==> config.mk <==
export PLATFORM = sky130hd
export DESIGN_NAME = smps_sequencer
export DESIGN_NICKNAME = d
export VERILOG_FILES = /design/src/hw/smps_pkg.sv /design/src/hw/smps_sequencer.sv
export VERILOG_INCLUDE_DIRS = /design/src /design/src/hw
export SDC_FILE = /design/constraint.sdc
export NUM_CORES = 1
export LEC_CHECK = 0
export BUFFER_PORTS_ARGS = -buffer_cell sky130_fd_sc_hd__buf_2
export CAP_MARGIN = 20
export CORE_MARGIN = 8
export CORE_UTILIZATION = 40
export CTS_CLUSTER_SIZE = 28
export DETAILED_ROUTE_END_ITERATION = 8
export HOLD_SLACK_MARGIN = 0.12
export PLACE_DENSITY = 0.79
export RECOVER_POWER = 100
export REMOVE_ABC_BUFFERS = 1
export SYNTH_ARGS = -nofsm -noshare
export SYNTH_HDL_FRONTEND = slang
export SYNTH_SLANG_ARGS = --single-unit
==> constraint.sdc <==
create_clock -name clock_in -period 3.3 [get_ports clock_in]
set_input_delay 0.99 -clock clock_in [delete_from_list [all_inputs] [get_ports clock_in]]
set_output_delay 0.99 -clock clock_in [all_outputs]
set_load 0.005 [all_outputs]
==> src/hw/smps_params.svh <==
`ifndef SMPS_PARAMS_SVH
`define SMPS_PARAMS_SVH
// =====================================
// reset vector address pair
`define SMPS_RESET_VEC_HI   16'hFFFE
`define SMPS_RESET_VEC_LO   16'hFFFF
// =====================================
// reset values
`define SMPS_FLAG_RST       1'b0
`define SMPS_PINS_RST       1'b0
`define SMPS_RTC_PRESCALE_SELECT_ZERO     4'h0
`endif

==> src/hw/smps_pkg.sv <==
package smps_pkg;
  // =====================================
  // power mode states
  typedef enum logic [1:0] {
    SMPS_RUN,
    SMPS_STOP3,
    SMPS_STOP2,
    SMPS_WAKE_RESET
  } smps_mode_t;
endpackage : smps_pkg

==> src/hw/smps_sequencer.sv <==
`include "smps_params.svh"
module smps_sequencer
  import smps_pkg::*;
#(
  parameter int PIN_W = 8
) (
  // clock and reset
  input  wire logic              clock_in,
  input  wire logic              reset_n_in,
  // stop request and mode selection
  input  wire logic              stop_instr_in,
  input  wire logic              stop_instruction_enable_in,
  input  wire logic              debug_mode_enable_in,
  input  wire logic              low_voltage_detect_enable_in,
  input  wire logic              low_voltage_detect_in_stop_enable_in,
  input  wire logic              deep_powerdown_select_in,
  // wake sources and supply monitor
  input  wire logic              reset_pin_n_in,
  input  wire logic              wake_irq_timer_clock_pin_in,
  input  wire logic              rtc_irq_in,
  input  wire logic              rtc_irq_enable_in,
  input  wire logic              supply_below_trip_in,
  // acknowledge strobe
  input  wire logic              powerdown_acknowledge_in,
  // module enables
  input  wire logic              adc_async_clock_enable_in,
  input  wire logic              comparator_bandgap_select_in,
  input  wire logic              internal_ref_clock_enable_in,
  input  wire logic              internal_ref_stop_enable_in,
  input  wire logic              external_ref_clock_enable_in,
  input  wire logic              external_ref_stop_enable_in,
  input  wire logic              osc_high_range_in,
  input  wire logic [3:0]        rtc_prescale_select_in,
  input  wire logic              usb_module_enable_in,
  input  wire logic              usb_transceiver_enable_in,
  // pin control
  input  wire logic [PIN_W-1:0]  port_value_in,
  input  wire logic [PIN_W-1:0]  periph_enable_in,
  input  wire logic [PIN_W-1:0]  periph_value_in,
  output logic      [PIN_W-1:0]  pin_value_out,
  // status
  output logic                   powerdown_recovery_flag_out,
  output logic                   powerdown_acknowledge_out,
  output logic                   pin_latch_closed_out,
  output logic                   in_stop2_out,
  output logic                   in_stop3_out,
  // power and clock controls
  output logic                   periph_clock_enable_out,
  output logic                   core_power_on_out,
  output logic                   ram_power_on_out,
  output logic                   module_reset_out,
  output logic                   lvd_reset_enable_out,
  output logic                   fetch_reset_vector_out,
  output logic      [15:0]       reset_vector_addr_out,
  output logic                   adc_on_out,
  output logic                   comparator_on_out,
  output logic                   internal_ref_on_out,
  output logic                   crystal_oscillator_on_out,
  output logic                   rtc_on_out,
  output logic                   usb_on_out
);

  // =====================================
  // mode state machine
  smps_mode_t mode;
  smps_mode_t next_mode;
  logic       deep_ok;
  logic       wake2;
  logic       rtc_keep;
  logic       lvd_in_stop;

  assign lvd_in_stop = low_voltage_detect_enable_in && low_voltage_detect_in_stop_enable_in;
  assign deep_ok     = !debug_mode_enable_in && deep_powerdown_select_in && !lvd_in_stop;
  assign wake2   = !reset_pin_n_in || !wake_irq_timer_clock_pin_in
                   || (rtc_irq_in && rtc_irq_enable_in && rtc_keep);

  always_comb begin
    next_mode = mode;
    unique case (mode)
      SMPS_RUN: begin
        if (stop_instr_in && stop_instruction_enable_in) begin
          next_mode = deep_ok ? SMPS_STOP2 : SMPS_STOP3;
        end
      end
      SMPS_STOP3: begin
        if (!reset_pin_n_in || (rtc_irq_in && rtc_irq_enable_in && rtc_keep)) begin
          next_mode = SMPS_RUN;
        end
      end
      SMPS_STOP2: begin
        if (wake2) begin
          next_mode = SMPS_WAKE_RESET;
        end
      end
      SMPS_WAKE_RESET: begin
        if (!supply_below_trip_in) begin
          next_mode = SMPS_RUN;
        end
      end
    endcase
  end

  always_ff @(posedge clock_in) begin
    if (!reset_n_in) begin
      mode <= SMPS_RUN;
    end else begin
      mode <= next_mode;
    end
  end

  // =====================================
  // rtc prescale snapshot at stop entry
  always_ff @(posedge clock_in) begin
    if (!reset_n_in) begin
      rtc_keep <= 1'b0;
    end else if (mode == SMPS_RUN && next_mode != SMPS_RUN) begin
      rtc_keep <= rtc_prescale_select_in != `SMPS_RTC_PRESCALE_SELECT_ZERO;
    end
  end

  // =====================================
  // recovery flag and pin latch
  always_ff @(posedge clock_in) begin
    if (!reset_n_in) begin
      powerdown_recovery_flag_out <= `SMPS_FLAG_RST;
      pin_latch_closed_out        <= 1'b0;
    end else if (mode == SMPS_RUN && next_mode == SMPS_STOP2) begin
      pin_latch_closed_out        <= 1'b1;
    end else if (mode == SMPS_STOP2 && wake2) begin
      powerdown_recovery_flag_out <= 1'b1;
    end else if (powerdown_acknowledge_in && mode == SMPS_RUN) begin
      powerdown_recovery_flag_out <= 1'b0;
      pin_latch_closed_out        <= 1'b0;
    end
  end

  // acknowledge never reads back as one
  always_ff @(posedge clock_in) begin
    powerdown_acknowledge_out <= 1'b0;
  end

  // =====================================
  // pin outputs
  always_ff @(posedge clock_in) begin
    if (!reset_n_in) begin
      pin_value_out <= {PIN_W{`SMPS_PINS_RST}};
    end else if (!pin_latch_closed_out && mode == SMPS_RUN) begin
      for (int i = 0; i < PIN_W; i++) begin
        pin_value_out[i] <= periph_enable_in[i] ? periph_value_in[i] : port_value_in[i];
      end
    end
  end

  // =====================================
  // power, clock and reset controls
  always_ff @(posedge clock_in) begin
    if (!reset_n_in) begin
      in_stop2_out            <= 1'b0;
      in_stop3_out            <= 1'b0;
      periph_clock_enable_out <= 1'b1;
      core_power_on_out       <= 1'b1;
      ram_power_on_out        <= 1'b1;
      module_reset_out        <= 1'b1;
      lvd_reset_enable_out    <= 1'b1;
      fetch_reset_vector_out  <= 1'b0;
      reset_vector_addr_out   <= `SMPS_RESET_VEC_HI;
    end else begin
      in_stop2_out            <= next_mode == SMPS_STOP2;
      in_stop3_out            <= next_mode == SMPS_STOP3;
      periph_clock_enable_out <= next_mode == SMPS_RUN;
      core_power_on_out       <= next_mode != SMPS_STOP2;
      ram_power_on_out        <= 1'b1;
      module_reset_out        <= next_mode == SMPS_WAKE_RESET;
      lvd_reset_enable_out    <= next_mode == SMPS_WAKE_RESET ||
                                 lvd_reset_enable_out;
      fetch_reset_vector_out  <= mode == SMPS_WAKE_RESET && next_mode == SMPS_RUN;
      reset_vector_addr_out   <= `SMPS_RESET_VEC_HI;
    end
  end

  // =====================================
  // module keep-alive in stop
  always_ff @(posedge clock_in) begin
    if (!reset_n_in) begin
      adc_on_out                <= 1'b1;
      comparator_on_out         <= 1'b1;
      internal_ref_on_out       <= 1'b1;
      crystal_oscillator_on_out <= 1'b1;
      rtc_on_out                <= 1'b1;
      usb_on_out                <= 1'b1;
    end else begin
      unique case (next_mode)
        SMPS_STOP3: begin
          adc_on_out                <= adc_async_clock_enable_in && lvd_in_stop;
          comparator_on_out         <= !comparator_bandgap_select_in || lvd_in_stop;
          internal_ref_on_out       <= internal_ref_clock_enable_in && internal_ref_stop_enable_in;
          crystal_oscillator_on_out <= external_ref_clock_enable_in && external_ref_stop_enable_in &&
                                       (!osc_high_range_in || lvd_in_stop);
          rtc_on_out                <= (mode == SMPS_RUN) ? (rtc_prescale_select_in != `SMPS_RTC_PRESCALE_SELECT_ZERO)
                                                          : rtc_keep;
          usb_on_out                <= usb_module_enable_in && usb_transceiver_enable_in;
        end
        SMPS_STOP2: begin
          adc_on_out                <= 1'b0;
          comparator_on_out         <= 1'b0;
          internal_ref_on_out       <= 1'b0;
          crystal_oscillator_on_out <= 1'b0;
          rtc_on_out                <= (mode == SMPS_RUN) ? (rtc_prescale_select_in != `SMPS_RTC_PRESCALE_SELECT_ZERO)
                                                          : rtc_keep;
          usb_on_out                <= 1'b0;
        end
        SMPS_RUN, SMPS_WAKE_RESET: begin
          adc_on_out                <= 1'b1;
          comparator_on_out         <= 1'b1;
          internal_ref_on_out       <= 1'b1;
          crystal_oscillator_on_out <= 1'b1;
          rtc_on_out                <= 1'b1;
          usb_on_out                <= 1'b1;
        end
      endcase
    end
  end

  // =====================================
  // assertions
  property p_stop2_select;
    @(posedge clock_in) disable iff (!reset_n_in)
      (mode == SMPS_RUN && stop_instr_in && stop_instruction_enable_in && !debug_mode_enable_in &&
       deep_powerdown_select_in && !(low_voltage_detect_enable_in && low_voltage_detect_in_stop_enable_in))
      |=> in_stop2_out;
  endproperty
  a_stop2_select: assert property (p_stop2_select) else $error("stop2 not selected");

  property p_stop_disabled;
    @(posedge clock_in) disable iff (!reset_n_in)
      (mode == SMPS_RUN && !stop_instruction_enable_in) |=> !in_stop2_out && !in_stop3_out;
  endproperty
  a_stop_disabled: assert property (p_stop_disabled) else $error("stop entered while disabled");

  property p_vector_fetch;
    @(posedge clock_in) disable iff (!reset_n_in)
      (mode == SMPS_WAKE_RESET && !supply_below_trip_in) |=> fetch_reset_vector_out;
  endproperty
  a_vector_fetch: assert property (p_vector_fetch) else $error("reset vector not fetched");

  property p_debug_blocks_stop2;
    @(posedge clock_in) disable iff (!reset_n_in)
      (mode == SMPS_RUN && stop_instr_in && stop_instruction_enable_in && debug_mode_enable_in)
      |=> in_stop3_out;
  endproperty
  a_debug_blocks_stop2: assert property (p_debug_blocks_stop2) else $error("debug should force stop3");

  property p_latch_on_entry;
    @(posedge clock_in) disable iff (!reset_n_in)
      $rose(in_stop2_out) |-> pin_latch_closed_out;
  endproperty
  a_latch_on_entry: assert property (p_latch_on_entry) else $error("pins not latched in stop2");

  property p_pins_hold;
    @(posedge clock_in) disable iff (!reset_n_in)
      pin_latch_closed_out && $past(pin_latch_closed_out) |-> $stable(pin_value_out);
  endproperty
  a_pins_hold: assert property (p_pins_hold) else $error("pins changed while latched");

  property p_wake_flag;
    @(posedge clock_in) disable iff (!reset_n_in)
      (mode == SMPS_STOP2 && !wake_irq_timer_clock_pin_in) |=> powerdown_recovery_flag_out && module_reset_out;
  endproperty
  a_wake_flag: assert property (p_wake_flag) else $error("wake did not set flag");

  property p_ack_clears;
    @(posedge clock_in) disable iff (!reset_n_in)
      (mode == SMPS_RUN && powerdown_acknowledge_in && next_mode == SMPS_RUN)
      |=> !powerdown_recovery_flag_out && !pin_latch_closed_out;
  endproperty
  a_ack_clears: assert property (p_ack_clears) else $error("ack did not clear");

  property p_clock_gated;
    @(posedge clock_in) disable iff (!reset_n_in)
      (in_stop2_out || in_stop3_out) |-> !periph_clock_enable_out;
  endproperty
  a_clock_gated: assert property (p_clock_gated) else $error("peripheral clock in stop");

  property p_ack_reads_zero;
    @(posedge clock_in) disable iff (!reset_n_in)
      powerdown_acknowledge_in |=> !powerdown_acknowledge_out;
  endproperty
  a_ack_reads_zero: assert property (p_ack_reads_zero) else $error("ack read as one");

  property p_reset_hold;
    @(posedge clock_in) disable iff (!reset_n_in)
      (mode == SMPS_WAKE_RESET && supply_below_trip_in) |=> module_reset_out;
  endproperty
  a_reset_hold: assert property (p_reset_hold) else $error("released below trip");

endmodule : smps_sequencer

==> results.yml <==
drt:
  ant_nets: 0
  vias: 1096
  dr.pass1.iters: 4
  wl_per_cell_um: 12.9
  via_per_inst: 4.55
  dr.first_iter.drc_count: 18
  drc: 0
  routed_wl_mm: 3.11
finish:
  largest_reg_flops: 8
  top_register: "pin_value_out"
  areaGrowthSynthToFinish_pct: 24.2
  nNetsFinal: 255
  antennaDiodeCount: 0
  top_regs: "pin_value_out (8), mode (2)"
  drive_gt1_share_pct: 31.0
synthesis:
  ys_warn_count: 0
  yosys.area.top_type: "dfxtp_1"
  yosysSeqAreaShare_pct: 41.0
  yosys-top-cells-area: "dfxtp_1 (41%), buf_4 (11%), o211a_1 (7.1%)"
  yosysUniqueCellTypes: 37
  synth_cells: 128
  synth.avg_cell_area_um2: 9.92
  synth-seq-cells: 26
  yosysTopAreaCellShare_pct: 41.0
  syn_area_mm2: 0.00127
setup_path:
  critPathTopFamily: "compound AO/OA/AOI/OAI gates"
  cpMaxStageDelayCell: "a2111oi_0"
  cp.required_ns: 3.56
  max_stage_delay_ns: 0.65
  worstSetupPathType: "input port to flip-flop"
  crit_path_cell_trace: "buf_2 -> nor2b_1 -> a2111oi_0 -> nor3_1 -> ha_1 -> o21ai_0 -> a31o_2"
  path_max_fanout: 4
  critPathCaptureType: "flip-flop"
  crit_buf_inv: 1
  crit_arrival_ns: 2.96
  start_kind: "input port"
power_and_ir_drop:
  power_mw: 0.613
  ir_drop_mv: 0.167
  p_leak_nw: 0.836
  power_density_mw_per_mm2: 388
outcome:
  status: "complete, but fails checks"
  violations: "capacitance limit"
timing:
  worst_pin_slew_ns: 1.47
  period_share_pct: 81.6
  rsz0062_at_grt: "false"
  holdWs_ns: 0.464
  hold_violations: 0
  clock.fmax_ghz: 0.371
  skew_ns: 0.00167
  maxSlewViolCount: 0
  tns_ns: 0
  fin_crit_ns: 2.69
  maxSlewHeadroom_pct: 1.45
  setup_violations: 0
run:
  drv_cap: 1
cts:
  root_buffer: "clkbuf_4"
  tritoncts.num_buffers: 3
  cts.sinks: 26
  post_cts_resized: 0
  ctsHoldBuffers: 0
  clk_latency_ns: 0.31
  htreeDepth: 1
  cts_tree: "done"
  cts_buffer_depth: 2
  cts.clk_slew.worst_paths_ns: 0.12
  post_cts_buffers: 0
floorplan:
  core_area_mm2: 0.00303
  io_pins: 92
  dieHeight_um: 72.3
  dieArea_mm2: 0.00523
  fp.dieW_um: 72.3
  placementRows: 20
  start_util_pct: 41.9
global_routing:
  antenna_found_initial: 0
  grt_pass1_vias: 1101
  overflow: 0
  grt_max_degree: 22
  top_usage_layer: "met2"
  grt_util_met2_pct: 22.1
  grt_pass1_wl_mm: 4.73
  grt_usage_pct: 11.0
  grtUsageMet3_pct: 2.20
  met1_usage_pct: 10.7
placement:
  gp_congestion: 0.770
  io_buffers: 73
  dp_hpwl_mm: 2.67
hold_path:
  hold_class: "flip-flop to flip-flop"
[layout make-up]
type	count	area [µm²]
inverter	2	7.51
timing repair buffer	73	340
tap	44	55.1
clock buffer	3	22.5
sequential	26	520
multi-input combinational	93	632
fill	305	1450
[cell families (layout without fill, tap and decap cells)]
logic type / after synthesis / in the layout / synth area share [%]
mux: 9 / 9 / 7.19
flops: 26 / 26 / 41.0
buf+inv: 25 / 78 / 13.1
simple gates: 38 / 38 / 16.4
fa+ha+maj: 5 / 5 / 4.93
compound gates: 23 / 23 / 16.8
other cells: 2 / 18 / 0.591
[report_power, final]
part	internal [mW]	leakage, nW	switching [mW]	total (mW)
combinational	0.0660	0.607	0.0655	0.131
sequential	0.340	0.214	0.0133	0.353
clock	0.0427	0.0138	0.0850	0.128
total	0.449	0.836	0.164	0.613
[worst paths after layout]
check             slack (ns)                               to  cells past startpoint                       startpoint
setup / recovery        0.61            usb_on_out$_SDFF_PN1_                      7         deep_powerdown_select_in
hold / removal          0.46  lvd_reset_enable_out$_SDFF_PN1_                      1  lvd_reset_enable_out$_SDFF_PN1_
setup reg to reg        0.79            usb_on_out$_SDFF_PN1_                      6               mode[1]$_SDFF_PN0_
hold reg to reg         0.46  lvd_reset_enable_out$_SDFF_PN1_                      1  lvd_reset_enable_out$_SDFF_PN1_
[cells in the final DEF (no fill, tap or decap), types with 2 or more instances in the layout]
master and count:
mux2i_1 8, nand2_1 15, buf_2 53, clkbuf_1 20
a31o_2 2, ha_1 5, and3_1 2, o21ai_0 4
o211a_1 9, clkbuf_4 3, dfxtp_1 26, nor3_1 3
nor2b_1 3, a41o_1 2, nand2b_1 4, conb_1 18
[cells in the mapped netlist]
cell,instances
a31o_2,2
nand2b_1,4
o31a_1,1
nand4_1,1
and3_1,2
buf_4,19
o221a_1,1
ha_1,5
inv_2,1
nor4_1,1
nor2_1,1
nor3_2,1
and3b_1,1
a41oi_1,1
nand4b_1,1
o21ai_0,4
or3_1,1
a2111oi_2,1
dfxtp_1,26
and2_1,1
mux2i_1,8
a41o_1,2
nor2b_1,3
a311oi_2,1
clkbuf_1,3
conb_1,2
inv_1,1
o211a_1,9
buf_2,1
or3b_1,1
a22oi_1,1
and4_1,1
nand3_1,1
mux2_1,1
nand2_1,15
or2_2,1
nor3_1,2
[layer usage]
| layer | share of wire [%] | wire, µm |
|---|---|---|
| met2 | 56 | 1740 |
| met1 | 38 | 1170 |
| met4 | 1.2 | 36 |
| met3 | 5.1 | 160 |
| met5 | 0 | 0 |
[worst register-to-register path, cell delays in order (launching register included)]
cell,delay (ns)
dfxtp_1,0.59
mux2_1,0.37
and3_1,0.21
or3_1,0.43
ha_1,0.30
o21ai_0,0.41
a31o_2,0.17
[through the flow]
stage | instance area [µm²] | instances | worst slack (ns) | util (%)
after floorplan | 1170 | 121 | 0.635 | -
final | 1580 | 241 | 0.606 | 52.1
after CTS | 1610 | 241 | 0.680 | 53.3
after global placement | 1590 | 238 | 0.420 | 52.6
after detailed placement | 1590 | 238 | 0.352 | 52.6
after global routing | 1580 | 241 | 0.415 | 52.1
(Power assumes the default switching activity.)
